--- src/ptx_pkg.sv ---
// package: register map, field positions and codes of the tx capture block
package ptx_pkg;
  // ***********************************************************
  // register byte offsets
  // ***********************************************************
  localparam logic [11:0] PTX_OFS_SELECT = 12'h100; // bank / port select
  localparam logic [11:0] PTX_OFS_COUNT = 12'h108; // stored capture count
  localparam logic [11:0] PTX_OFS_INT_STS = 12'h110; // sticky events
  localparam logic [11:0] PTX_OFS_INT_MASK = 12'h114; // event enables
  localparam logic [11:0] PTX_OFS_MOD = 12'h164; // insertion enables
  localparam logic [11:0] PTX_OFS_MOD2 = 12'h168; // checksum clear
  localparam logic [11:0] PTX_OFS_SEC = 12'h16c; // buffered seconds
  localparam logic [11:0] PTX_OFS_NS = 12'h170; // buffered nanoseconds
  localparam logic [11:0] PTX_OFS_HDR = 12'h174; // buffered header
  localparam logic [11:0] PTX_OFS_DREQ_SEC = 12'h178; // held seconds
  localparam logic [11:0] PTX_OFS_DREQ_NS = 12'h17c; // held nanoseconds
  // ***********************************************************
  // field positions
  // ***********************************************************
  localparam int PTX_SEL_BANK_LSB = 0; // bank select, 3 bits
  localparam int PTX_SEL_PORT_LSB = 4; // port select, 2 bits
  localparam int PTX_MOD_SYNC_BIT = 28; // sync origin insert enable
  localparam int PTX_MOD_TA_BIT = 29; // turnaround insert enable
  localparam int PTX_MOD2_CLR_BIT = 0; // udp checksum clear enable
  localparam int PTX_HDR_CRC_LSB = 20; // source identity crc
  localparam int PTX_HDR_KIND_LSB = 16; // message kind
  localparam int PTX_INT_CAPT_BIT = 0; // capture stored
  localparam int PTX_INT_OVFL_BIT = 1; // capture dropped, buffer full
  localparam int PTX_INT_DREQ_BIT = 2; // delay request time updated
  // ***********************************************************
  // reset values, codes and sizes
  // ***********************************************************
  localparam logic [2:0] PTX_RST_BANK = 3'h0;
  localparam logic [1:0] PTX_RST_PORT = 2'h0;
  localparam logic [2:0] PTX_PORT_BANK = 3'h2; // bank of port registers
  localparam logic [1:0] PTX_THIS_PORT = 2'h0; // port served here
  localparam logic [2:0] PTX_DEPTH = 3'h4; // buffered captures
  localparam logic [3:0] PTX_KIND_SYNC = 4'h0;
  localparam logic [3:0] PTX_KIND_DREQ = 4'h1;
  localparam logic [3:0] PTX_KIND_PDRESP = 4'h3;
  localparam logic [11:0] PTX_CRC_POLY = 12'h80f; // plain default
  localparam logic [11:0] PTX_CRC_INIT = 12'h000; // plain default
  localparam logic [31:0] PTX_RST_WORD = 32'h0000_0000;
endpackage : ptx_pkg

--- src/ptx_egress_capture.sv ---
// module: per-port transmit egress timestamp and header capture
//
// Function
// - zero udp sum when modifying, if enabled
// - buffer four captures of time and header
// - seconds read-only 32 bits, reset zero
// - nanoseconds 30 bits, top two reserved
// - 12-bit crc of source identity stored
// - kind and sequence number stored with time
// - bank and port select gate port registers
// - hold last delay request egress time, only low four seconds bits
// - insert egress time into host sync
// - add turnaround into host pdelay response
`timescale 1ns/1ps
`default_nettype none
module ptx_egress_capture (
  input wire logic pclk, // 250 MHz
  input wire logic presetn, // async, active low
  input wire logic psel,
  input wire logic penable,
  input wire logic pwrite,
  input wire logic [11:0] paddr,
  input wire logic [31:0] pwdata,
  output logic [31:0] prdata,
  output logic pready,
  output logic pslverr,
  output logic irq, // level, unmasked sticky event
  input wire logic tx_valid, // one frame leaving, one cycle
  input wire logic [31:0] tx_seconds,
  input wire logic [29:0] tx_nanoseconds,
  input wire logic [3:0] tx_kind,
  input wire logic [15:0] tx_sequence,
  input wire logic [79:0] tx_source_identity,
  input wire logic tx_host_sent, // frame originated by host
  input wire logic tx_ipv4_udp, // frame is udp over ipv4
  input wire logic [31:0] tx_turnaround_ns,
  output logic origin_insert, // pulse: write origin time
  output logic [31:0] origin_seconds,
  output logic [29:0] origin_nanoseconds,
  output logic correction_insert, // pulse: add to correction
  output logic [31:0] correction_add_ns,
  output logic udp_sum_zero // pulse: clear udp checksum
);
  import ptx_pkg::*;

  // ***********************************************************
  // crc over the source identity
  // ***********************************************************
  // msb first, one frame per cycle, so fully unrolled
  function automatic logic [11:0] ptx_crc12(input logic [79:0] d);
    logic [11:0] c;
    c = PTX_CRC_INIT;
    for (int i = 79; i >= 0; i--) begin
      if (c[11] ^ d[i]) begin
        c = {c[10:0], 1'b0} ^ PTX_CRC_POLY;
      end else begin
        c = {c[10:0], 1'b0};
      end
    end
    return c;
  endfunction : ptx_crc12

  // ***********************************************************
  // state
  // ***********************************************************
  logic [2:0] bank_q; // bank select
  logic [1:0] port_q; // port select
  logic sync_en_q; // sync_origin_insert_enable
  logic ta_en_q; // turnaround_insert_enable
  logic clr_en_q; // clear_ipv4_udp_sum_enable
  logic [2:0] int_sts_q; // sticky events
  logic [2:0] int_mask_q; // event enables
  logic [2:0] cnt_q; // egress_capture_count
  logic [1:0] wr_q; // next slot to fill
  logic [1:0] rd_q; // oldest slot
  logic [31:0] sec_mem [4]; // capture_seconds per slot
  logic [29:0] ns_mem [4]; // capture_nanoseconds per slot
  logic [31:0] hdr_mem [4]; // header capture per slot
  logic [3:0] dreq_sec_q; // held delay request seconds
  logic [29:0] dreq_ns_q; // held delay request nanoseconds
  logic [31:0] rd_value; // read mux
  logic rd_hit; // address is mapped

  // ***********************************************************
  // bus decode
  // ***********************************************************
  logic acc; // access phase
  logic done; // transfer completes this edge
  logic port_on; // this port's bank is selected
  logic wr_done; // completed write
  logic pop; // consumer takes oldest entry
  logic push; // capture stored
  logic ovfl; // capture dropped
  logic [31:0] hdr_new; // header word of this frame
  logic sync_hit; // host sync, insertion on
  logic ta_hit; // host pdelay response, insertion on
  assign acc = psel & penable;
  assign done = acc & pready;
  assign wr_done = done & pwrite;
  // per-port registers only answer in the port bank for this port
  assign port_on = (bank_q == PTX_PORT_BANK) &&
                   (port_q == PTX_THIS_PORT);
  // header read is last of the three, so it releases the entry
  assign pop = done & ~pwrite & port_on & (paddr == PTX_OFS_HDR) &
               (cnt_q != 3'h0);
  // a full buffer still takes a frame when an entry leaves at once
  assign push = tx_valid & ((cnt_q < PTX_DEPTH) | pop);
  assign ovfl = tx_valid & ~push;
  assign hdr_new = {ptx_crc12(tx_source_identity), tx_kind,
                    tx_sequence};
  assign sync_hit = tx_valid & tx_host_sent & sync_en_q &
                    (tx_kind == PTX_KIND_SYNC);
  assign ta_hit = tx_valid & tx_host_sent & ta_en_q &
                  (tx_kind == PTX_KIND_PDRESP);

  // ***********************************************************
  // read mux
  // ***********************************************************
  // unselected port registers read zero rather than erroring
  always_comb begin
    rd_value = PTX_RST_WORD;
    rd_hit = 1'b1;
    if (paddr == PTX_OFS_SELECT) begin
      rd_value[PTX_SEL_BANK_LSB +: 3] = bank_q;
      rd_value[PTX_SEL_PORT_LSB +: 2] = port_q;
    end else if (paddr == PTX_OFS_COUNT) begin
      rd_value[2:0] = cnt_q;
    end else if (paddr == PTX_OFS_INT_STS) begin
      rd_value[2:0] = int_sts_q;
    end else if (paddr == PTX_OFS_INT_MASK) begin
      rd_value[2:0] = int_mask_q;
    end else if (paddr == PTX_OFS_MOD) begin
      rd_value[PTX_MOD_SYNC_BIT] = sync_en_q & port_on;
      rd_value[PTX_MOD_TA_BIT] = ta_en_q & port_on;
    end else if (paddr == PTX_OFS_MOD2) begin
      rd_value[PTX_MOD2_CLR_BIT] = clr_en_q & port_on;
    end else if (paddr == PTX_OFS_SEC) begin
      rd_value = port_on ? sec_mem[rd_q] : PTX_RST_WORD;
    end else if (paddr == PTX_OFS_NS) begin
      rd_value[29:0] = port_on ? ns_mem[rd_q] : 30'h0;
    end else if (paddr == PTX_OFS_HDR) begin
      rd_value = port_on ? hdr_mem[rd_q] : PTX_RST_WORD;
    end else if (paddr == PTX_OFS_DREQ_SEC) begin
      rd_value[3:0] = port_on ? dreq_sec_q : 4'h0;
    end else if (paddr == PTX_OFS_DREQ_NS) begin
      rd_value[29:0] = port_on ? dreq_ns_q : 30'h0;
    end else begin
      rd_hit = 1'b0; // unmapped
    end
  end

  // ***********************************************************
  // bus answer: one wait cycle, then ready
  // ***********************************************************
  always_ff @(posedge pclk or negedge presetn) begin
    if (!presetn) begin
      pready <= 1'b0;
      prdata <= PTX_RST_WORD;
      pslverr <= 1'b0;
    end else begin
      pready <= acc & ~pready;
      pslverr <= acc & ~pready & ~rd_hit;
      if (acc & ~pready & ~pwrite) begin
        prdata <= rd_value; // held until the next read
      end
    end
  end

  // ***********************************************************
  // writable controls
  // ***********************************************************
  // host is trusted to keep clr_en_q steady while the unit runs
  always_ff @(posedge pclk or negedge presetn) begin
    if (!presetn) begin
      bank_q <= PTX_RST_BANK;
      port_q <= PTX_RST_PORT;
      sync_en_q <= 1'b0;
      ta_en_q <= 1'b0;
      clr_en_q <= 1'b0;
      int_mask_q <= 3'h0;
    end else if (wr_done) begin
      if (paddr == PTX_OFS_SELECT) begin
        bank_q <= pwdata[PTX_SEL_BANK_LSB +: 3];
        port_q <= pwdata[PTX_SEL_PORT_LSB +: 2];
      end else if (paddr == PTX_OFS_INT_MASK) begin
        int_mask_q <= pwdata[2:0];
      end else if (paddr == PTX_OFS_MOD && port_on) begin
        sync_en_q <= pwdata[PTX_MOD_SYNC_BIT];
        ta_en_q <= pwdata[PTX_MOD_TA_BIT];
      end else if (paddr == PTX_OFS_MOD2 && port_on) begin
        clr_en_q <= pwdata[PTX_MOD2_CLR_BIT];
      end
    end
  end

  // ***********************************************************
  // capture buffer pointers and count
  // ***********************************************************
  always_ff @(posedge pclk or negedge presetn) begin
    if (!presetn) begin
      cnt_q <= 3'h0;
      wr_q <= 2'h0;
      rd_q <= 2'h0;
    end else begin
      if (push) begin
        wr_q <= wr_q + 2'h1;
      end
      if (pop) begin
        rd_q <= rd_q + 2'h1;
      end
      if (push & ~pop) begin
        cnt_q <= cnt_q + 3'h1;
      end else if (pop & ~push) begin
        cnt_q <= cnt_q - 3'h1;
      end
    end
  end

  // ***********************************************************
  // capture slots
  // ***********************************************************
  for (genvar i = 0; i < 4; i++) begin : g_slot
    always_ff @(posedge pclk or negedge presetn) begin
      if (!presetn) begin
        sec_mem[i] <= PTX_RST_WORD;
        ns_mem[i] <= 30'h0;
        hdr_mem[i] <= PTX_RST_WORD;
      end else if (push && wr_q == 2'(i)) begin
        sec_mem[i] <= tx_seconds;
        ns_mem[i] <= tx_nanoseconds;
        hdr_mem[i] <= hdr_new;
      end
    end
  end

  // ***********************************************************
  // last delay request egress time
  // ***********************************************************
  // kept even when the buffer is full, it feeds delay responses
  always_ff @(posedge pclk or negedge presetn) begin
    if (!presetn) begin
      dreq_sec_q <= 4'h0;
      dreq_ns_q <= 30'h0;
    end else if (tx_valid && tx_kind == PTX_KIND_DREQ) begin
      dreq_sec_q <= tx_seconds[3:0];
      dreq_ns_q <= tx_nanoseconds;
    end
  end

  // ***********************************************************
  // frame modification requests
  // ***********************************************************
  always_ff @(posedge pclk or negedge presetn) begin
    if (!presetn) begin
      origin_insert <= 1'b0;
      origin_seconds <= PTX_RST_WORD;
      origin_nanoseconds <= 30'h0;
      correction_insert <= 1'b0;
      correction_add_ns <= PTX_RST_WORD;
      udp_sum_zero <= 1'b0;
    end else begin
      origin_insert <= sync_hit;
      correction_insert <= ta_hit;
      // checksum cleared only on frames that really get rewritten
      udp_sum_zero <= clr_en_q & tx_ipv4_udp & (sync_hit | ta_hit);
      if (sync_hit) begin
        origin_seconds <= tx_seconds;
        origin_nanoseconds <= tx_nanoseconds;
      end
      if (ta_hit) begin
        correction_add_ns <= tx_turnaround_ns;
      end
    end
  end

  // ***********************************************************
  // interrupt status, read clears, new events win
  // ***********************************************************
  logic [2:0] int_set; // events this cycle
  logic [2:0] int_clr; // bits reported by a finished read
  assign int_set = {tx_valid & (tx_kind == PTX_KIND_DREQ), ovfl, push};
  // only the bits software saw are cleared
  assign int_clr = (done & ~pwrite & (paddr == PTX_OFS_INT_STS)) ?
                   prdata[2:0] : 3'h0;
  always_ff @(posedge pclk or negedge presetn) begin
    if (!presetn) begin
      int_sts_q <= 3'h0;
      irq <= 1'b0;
    end else begin
      int_sts_q <= (int_sts_q & ~int_clr) | int_set;
      irq <= |(((int_sts_q & ~int_clr) | int_set) & int_mask_q);
    end
  end

  // ***********************************************************
  // checks
  // ***********************************************************
  AST_UDP_ZERO: assert property (@(posedge pclk) disable iff (!presetn)
    (sync_hit | ta_hit) & clr_en_q & tx_ipv4_udp |=> udp_sum_zero)
    else $error("udp checksum clear missing");
  AST_COUNT_MAX: assert property (@(posedge pclk) disable iff (!presetn)
    cnt_q <= PTX_DEPTH)
    else $error("capture count above depth");
  AST_PUSH: assert property (@(posedge pclk) disable iff (!presetn)
    tx_valid & ~pop & (cnt_q < PTX_DEPTH) |=> cnt_q == $past(cnt_q) + 3'h1)
    else $error("capture not counted");
  AST_NS_RSVD: assert property (@(posedge pclk) disable iff (!presetn)
    pready & ~pwrite & (paddr == PTX_OFS_NS) |-> prdata[31:30] == 2'h0)
    else $error("reserved nanosecond bits set");
  AST_CRC: assert property (@(posedge pclk) disable iff (!presetn)
    push & (cnt_q == 3'h0) & ~pop |=>
      hdr_mem[rd_q][31:20] == ptx_crc12($past(tx_source_identity)))
    else $error("source identity crc wrong");
  AST_HDR: assert property (@(posedge pclk) disable iff (!presetn)
    push & (cnt_q == 3'h0) & ~pop |=>
      hdr_mem[rd_q][19:0] == $past({tx_kind, tx_sequence}))
    else $error("kind or sequence not stored");
  AST_DREQ: assert property (@(posedge pclk) disable iff (!presetn)
    tx_valid & (tx_kind == PTX_KIND_DREQ) |=>
      (dreq_ns_q == $past(tx_nanoseconds)) &&
      (dreq_sec_q == $past(tx_seconds[3:0])))
    else $error("delay request time not held");
  AST_SYNC: assert property (@(posedge pclk) disable iff (!presetn)
    sync_hit |=> origin_insert && origin_seconds == $past(tx_seconds))
    else $error("sync origin insertion wrong");
  AST_TA: assert property (@(posedge pclk) disable iff (!presetn)
    ta_hit |=> correction_insert &&
      correction_add_ns == $past(tx_turnaround_ns))
    else $error("turnaround insertion wrong");
  AST_POP: assert property (@(posedge pclk) disable iff (!presetn)
    pop & ~push |=> cnt_q == $past(cnt_q) - 3'h1 &&
      rd_q == $past(rd_q) + 2'h1)
    else $error("read did not release entry");
endmodule : ptx_egress_capture
`default_nettype wire

--- config.mk ---
export PLATFORM = sky130hd
export DESIGN_NAME = ptx_egress_capture
export DESIGN_NICKNAME = d
export VERILOG_FILES = /design/src/ptx_pkg.sv /design/src/ptx_egress_capture.sv
export SDC_FILE = /design/constraint.sdc
export NUM_CORES = 1
export LEC_CHECK = 0
export ABC_CLOCK_PERIOD_IN_PS = 8700
export BUFFER_PORTS_ARGS = -buffer_cell sky130_fd_sc_hd__buf_2
export CORE_UTILIZATION = 62
export CTS_CLUSTER_DIAMETER = 60
export CTS_CLUSTER_SIZE = 30
export DETAILED_ROUTE_END_ITERATION = 12
export PLACE_DENSITY = 0.86
export SLEW_MARGIN = 20
export SYNTH_ARGS = -nofsm -noshare
export SYNTH_HDL_FRONTEND = slang
export SYNTH_SLANG_ARGS = --single-unit
--- constraint.sdc ---
create_clock -name pclk -period 8.7 [get_ports pclk]
set_clock_uncertainty 0.15 [all_clocks]
set_input_delay 0.435 -clock pclk [delete_from_list [all_inputs] [get_ports pclk]]
set_output_delay 0.435 -clock pclk [all_outputs]
set_load 0.02 [all_outputs]
# [Yosys cells after proc, flatten, opt, wreduce, memory -nomap -nowiden]
# Index checks and enable logic that the tools add are counted.
[word_totals] latchBits=0 inputBits=246 memories=0 rom_bits=0 ram_bits=0 ff_bits=563
[classes] eq_ne=17 div=0 n_bitwise=199 reduce_logical=18 n_mul=0 add_sub_neg=4 muxes=147 n_lt_le_gt_ge=2 n_shift=0
[ops] cell="$mux W12" n=80
[ops] cell="$mux W30" n=17
[ops] cell="$mux W32" n=13
[ops] cell="$not A5 Y5" n=79
[ops] cell="$eq A12 B9 Y1 const B" n=11
[ops] cell="$bmux W32 S2" n=2
[ops] cell="$mux W29" n=3
[ops] cell="$xor A1 B1 Y1" n=79
[ops] cell="$bmux W30 S2" n=1
[ops] cell="$mux W26" n=2
[ops] cell="$mux W31" n=1
[ops] cell="$mux W28" n=1
[ops] cell="$and A1 B1 Y1" n=26
[ops] cell="$mux W3" n=7
[ops] cell="$mux W1" n=13
[ops] cell="$mux W2" n=5
[ops] cell="$logic_and A1 B1 Y1" n=8
[ops] cell="$mux W4" n=2
[ops] cell="$not A1 Y1" n=8
[ops] cell="$and A3 B3 Y3" n=2
[ops] cell="$reduce_and A5 Y1" n=1
[ops] cell="$add A2 B1 Y2 const B" n=2
[ops] cell="$eq A2 B2 Y1 const B" n=2
[ops] cell="$eq A4 B1 Y1 const B" n=1
[ops] cell="19 further kinds" n=21

# [Logic depth before layout (Yosys ltp)]
[depth] ltp_word=159 depth_mapped=15

# [Worst setup path before layout]
# No wires, ideal clock.
[synth_path] kind="input port to flip-flop" from="in tx_source_identity[71]" to="reg hdr_mem[118] (netlist bit)" required_time_ns=8.425 setup_ns=0.125 path_buffers=0 stages=10 arrival_ns=3.239 path_slack_ns=5.186 cell_sequence="xnor2_2 > xnor3_1 > xnor2_1 > xnor2_1 > xnor2_2 > xnor3_1 > xnor2_2 > xnor3_2 > xor2_1 > mux2_2"
[synth_between] elab_chain_len=144 elab_cells_between_ends=215 classes_between="72 x mux; 143 x bitwise"
[synth_lines] item="from (decl)" line="ptx_egress_capture.sv:33" source="input wire logic [79:0] tx_source_identity,"
[synth_lines] item="$xor A1 B1 Y1 (*)" line="ptx_egress_capture.sv:54" source="if (c[11] ^ d[i]) begin"
[synth_lines] item="$mux W12 (*)" line="ptx_egress_capture.sv:54"
[synth_lines] item="$xor A1 B1 Y1" line="ptx_egress_capture.sv:54"
[synth_lines] item="$mux W12 (*)" line="ptx_egress_capture.sv:54"
[synth_lines] item="$xor A1 B1 Y1" line="ptx_egress_capture.sv:54"
[synth_lines] item="$mux W12 (*)" line="ptx_egress_capture.sv:54"
[synth_lines] item="$xor A1 B1 Y1" line="ptx_egress_capture.sv:54"
[synth_lines] item="$mux W12 (*)" line="ptx_egress_capture.sv:54"
[synth_lines] item="(+128 left out)"
[synth_lines] item="$xor A1 B1 Y1" line="ptx_egress_capture.sv:54"
[synth_lines] item="$mux W12 (*)" line="ptx_egress_capture.sv:54"
[synth_lines] item="$xor A1 B1 Y1" line="ptx_egress_capture.sv:54"
[synth_lines] item="$mux W12 (*)" line="ptx_egress_capture.sv:54"
[synth_lines] item="$xor A1 B1 Y1 or $not A5 Y5 (tied branches)"
[synth_lines] item="$mux W12 (*)" line="ptx_egress_capture.sv:54"
[synth_lines] item="$xor A1 B1 Y1 or $not A5 Y5 (tied branches)"
[synth_lines] item="$mux W12 (*)" line="ptx_egress_capture.sv:54"
[synth_lines] item="to (signal, indexed assignment)" line="ptx_egress_capture.sv:231" source="hdr_mem[i] <= hdr_new;"
[synth_lines] item="to (decl)" line="ptx_egress_capture.sv:78" source="logic [31:0] hdr_mem [4];"
# Mark *: on every way between the ends. The rest lies on a longest branch, timed or not.
# A chain may end at the register's enable or synchronous reset.

# [Worst setup path after layout]
[layout_path] from="in paddr[9]" to="reg ns_mem[63] (netlist bit)"
[layout_between] elab_chain_len=6
[layout_lines] item="from (decl)" line="ptx_egress_capture.sv:22" source="input wire logic [11:0] paddr,"
[layout_lines] item="$eq A12 B9 Y1" line="ptx_egress_capture.sv:104" source="assign pop = done & ~pwrite & port_on & (paddr == PTX_OFS_HDR) &"
[layout_lines] item="$and A1 B1 Y1 (2 in a row)" line="ptx_egress_capture.sv:104"
[layout_lines] item="$or A1 B1 Y1" line="ptx_egress_capture.sv:107" source="assign push = tx_valid & ((cnt_q < PTX_DEPTH) | pop);"
[layout_lines] item="$and A1 B1 Y1" line="ptx_egress_capture.sv:107"
[layout_lines] item="$logic_and A1 B1 Y1" line="ptx_egress_capture.sv:228" source="end else if (push && wr_q == 2'(i)) begin"
[layout_lines] item="to (signal, indexed assignment)" line="ptx_egress_capture.sv:230" source="ns_mem[i] <= tx_nanoseconds;"
[layout_lines] item="to (decl)" line="ptx_egress_capture.sv:77" source="logic [29:0] ns_mem [4];"
# No other way between the ends.

==> out/results.ini <==
[sta]
worstMarginPinSlew_ns = 0.992
finalSetupTns_ns = 0
hold_viol_final = 0
max_freq_ghz = 0.245
rsz0062_at_grt = no
final-setup-viol-count = 0
drv_slew = 0
finalCritPeriodShare_pct = 47.0
slew_headroom_pct = 33.9
post-route-min-period_ns = 4.09

[detailed_routing]
first_pass_iters = 5
routed_wl_um = 66600
drtIter0Drc = 1303
post_drt_wl_per_cell_um = 23.4
vias = 17200
viasPerCell = 6.06
drtAntennaViolNets = 0
drc_errors = 0

[clock_network]
cts_root_buf = clkbuf_16
clk-insertion-delay-late_ns = 0.59
clk_path_buf_depth = 3
clk_pin_slew_ns = 0.08
cts_made_buffers = 35
cts_sinks = 563
h-tree-depth = 2
cts_tree = built
cts.repair.resized = 0

[global_routing]
grt_first_pass_wirelength_um = 105000
grt_max_degree = 166
grtUsageMet3_pct = 5.37
use_met2_pct = 53.8
grt_util_met1_pct = 41.7
antenna_found_initial = 1
gr-total-overflow = 0
first_global_vias = 18800
busiest_layer = met2
grt_use_total_pct = 32.0

[place]
gp_congestion = 0.937
place_hpwl_um = 43100
placed_cell_area_um2 = 28400
port_buffers = 352

[floorplanning]
die_w_um = 207
rows = 74
start_util_pct = 63.3
core_um2 = 41200
io_pins = 378
die_h_um = 207
dieArea_um2 = 42900

[outcome]
status = finished, final reports clean

[setup_path]
crit_family = simple AND/OR/NAND/NOR gates
worstSetupPathType = input pin to register
worstPathRequired_ns = 8.98
critPathMaxStageDelay_ns = 0.63
critPathLaunchType = input pin
crit_path_cell_trace = buf_2 > or4b_1 > or3_1 > nor2_1 > nand2_1 > nor2_2 > nand2_1 > a21boi_2 > nand2_4 > buf_4 > mux2_2
slowest_stage = or4b_1
endpoint_kind = register
critPathMaxFanout = 49
cp.arrival_ns = 4.37
r2r_setup_slack_ns = 4.75
path_buf_inv = 2
worst_path_most_repeated_cell = nand2_1

[yosys]
syn_nets = 2123
netlist_instances = 1871
synthDistinctLibCells = 51
synth_edf_count = 0
syn_area_per_cell_um2 = 13.9
seq_area_frac_synth_pct = 54.0
yosys_warnings = 0
synth_area_um2 = 26100
synthFlopType = dfrtp_1
synth-seq-cells = 563
ys_async_sr_fraction_pct = 100

[pwr]
ir_worst_vdd_uv = 672
total_power_mw = 10.1
p_per_area_nw_per_um2 = 329
p_leak_nw = 14.3

[finish]
layout-drive-gt1-share_pct = 43.5
area_delta_synth_final_pct = 17.7
nNetsFinal = 2536
stdcell_area_um2 = 30700

[job]
drv_cap = 0

[worst_hold_path]
hp-class = input pin to register

-- metrics by stage --
stage | hold slack, ns | util (%) | instances | worst slack (ns)
final | 0.0213 | 74.5 | 2843 | 4.61
after global routing | 0.00718 | 74.5 | 2843 | 4.43
after CTS | 0.00218 | 74.5 | 2842 | 4.17
after detailed placement | 0.308 | 68.8 | 2671 | 3.58
after global placement | 0.304 | 68.8 | 2671 | 3.69
after floorplan | -0.0106 | - | 1871 | 5.19
-- report_power, final --
part / internal [mW] / total (mW) / switching (mW)
registers: 3.57 / 4.06 / 0.491
clock network: 0.852 / 1.85 / 0.994
logic: 2.24 / 4.20 / 1.96
-- sequential cells by signal, summed over array words and instances (netlist names), 2 cells and up --
name	flops
int_sts_q	3
cnt_q	3
prdata	32
dreq_sec_q	4
rd_q	2
origin_seconds	32
origin_nanoseconds	30
sec_mem	128
correction_add_ns	32
port_q	2
bank_q	3
hdr_mem	128
int_mask_q	3
wr_q	2
dreq_ns_q	30
ns_mem	120
-- cells in the final DEF (no fill, tap or decap), types with 7 or more instances in the layout --
cell type,instances
a21o_1,21
a21oi_1,8
a22oi_1,30
dlygate4sd3_1,108
mux2_2,450
or3_1,7
xnor2_1,123
a31oi_1,24
dfrtp_1,561
xnor3_1,18
nor2_1,15
buf_2,351
nand2_1,271
nor3_1,9
o21ai_0,14
inv_1,8
buf_4,19
mux4_2,97
xor2_1,39
clkbuf_16,37
-- path summary, 6_finish.rpt --
| kind | startpoint | cells after the start | end |
|---|---|---|---|
| worst min register to register | origin_nanoseconds[5] | 2 | origin_nanoseconds[5] |
| worst min-delay path | tx_nanoseconds[28] | 3 | origin_nanoseconds[28] |
| worst max-delay path | paddr[9] | 11 | ns_mem[63] |
| min in group asynchronous | presetn | 2 | origin_nanoseconds[6] |
| worst max register to register | bank_q[2] | 8 | ns_mem[63] |
| max in group asynchronous | presetn | 4 | sec_mem[21] |
-- layer usage --
layer	wire length (um)	vias up
met5	0	-
met4	2660	0
met3	3950	134
met2	33300	649
met1	26700	8965
li1	-	7469
-- layout make-up --
cell class / instances / area (um^2)
clock buffers: 40 / 947
repair buffers: 481 / 3030
flip-flops and latches: 563 / 14100
multi-input cells: 1194 / 11600
well taps: 532 / 666
fillers: 2488 / 10500
clock inverters: 23 / 297
diodes: 1 / 2.50
inverters: 9 / 36.3
-- synthesized netlist by cell type, types with 4 or more instances --
cell        n  area (um^2)
or3_1       7         43.8
nor3_1      9         45.0
a22oi_1    30          225
inv_1       8         30.0
nor2b_1     4         25.0
dfrtp_1   563        14100
nand3_1     4         20.0
a31oi_1    24          150
ha_1        5         62.6
nor2_1     16         60.1
a21oi_1     8         40.0
mux4_2     97         2180
buf_1      33          124
clkbuf_1   71          267
xnor2_2     6         97.6
xnor3_1    18          405
mux2_2    450         5070
a22o_1      4         35.0
a221oi_1    4         35.0
a21o_1     21          158
o21ai_0    14         70.1
nand2_1   275         1030
xor2_1     39          342
xnor2_1   123         1080
-- timing repair --
item,4_1_cts,5_1_grt
setup buffers,0,0
endpoints found under the hold margin,282,0
endpoints found under the setup margin,0,0
hold buffers,108,0
-- kinds of logic (layout without fill, tap and decap cells) --
group,after synthesis,count (layout),synth area share [%]
AO/OA/AOI/OAI,119,119,3.18
XOR/XNOR,193,193,7.97
adder cells (fa/ha/maj),6,6,0.317
buffers and inverters,114,553,1.64
flip-flops,563,563,54.0
multiplexers,548,548,27.8
other,0,1,0
AND/OR/NAND/NOR,328,328,5.05
-- worst reg2reg max path, delay by kind of cell (launching register included) --
| family | cells | cell delay (ns) |
|---|---|---|
| buf+inv | 1 | 0.70 |
| compound gates | 1 | 0.59 |
| mux | 1 | 0.41 |
| simple gates | 5 | 1.57 |
| flops | 1 | 0.40 |
Power figures use the tool's default switching activity.
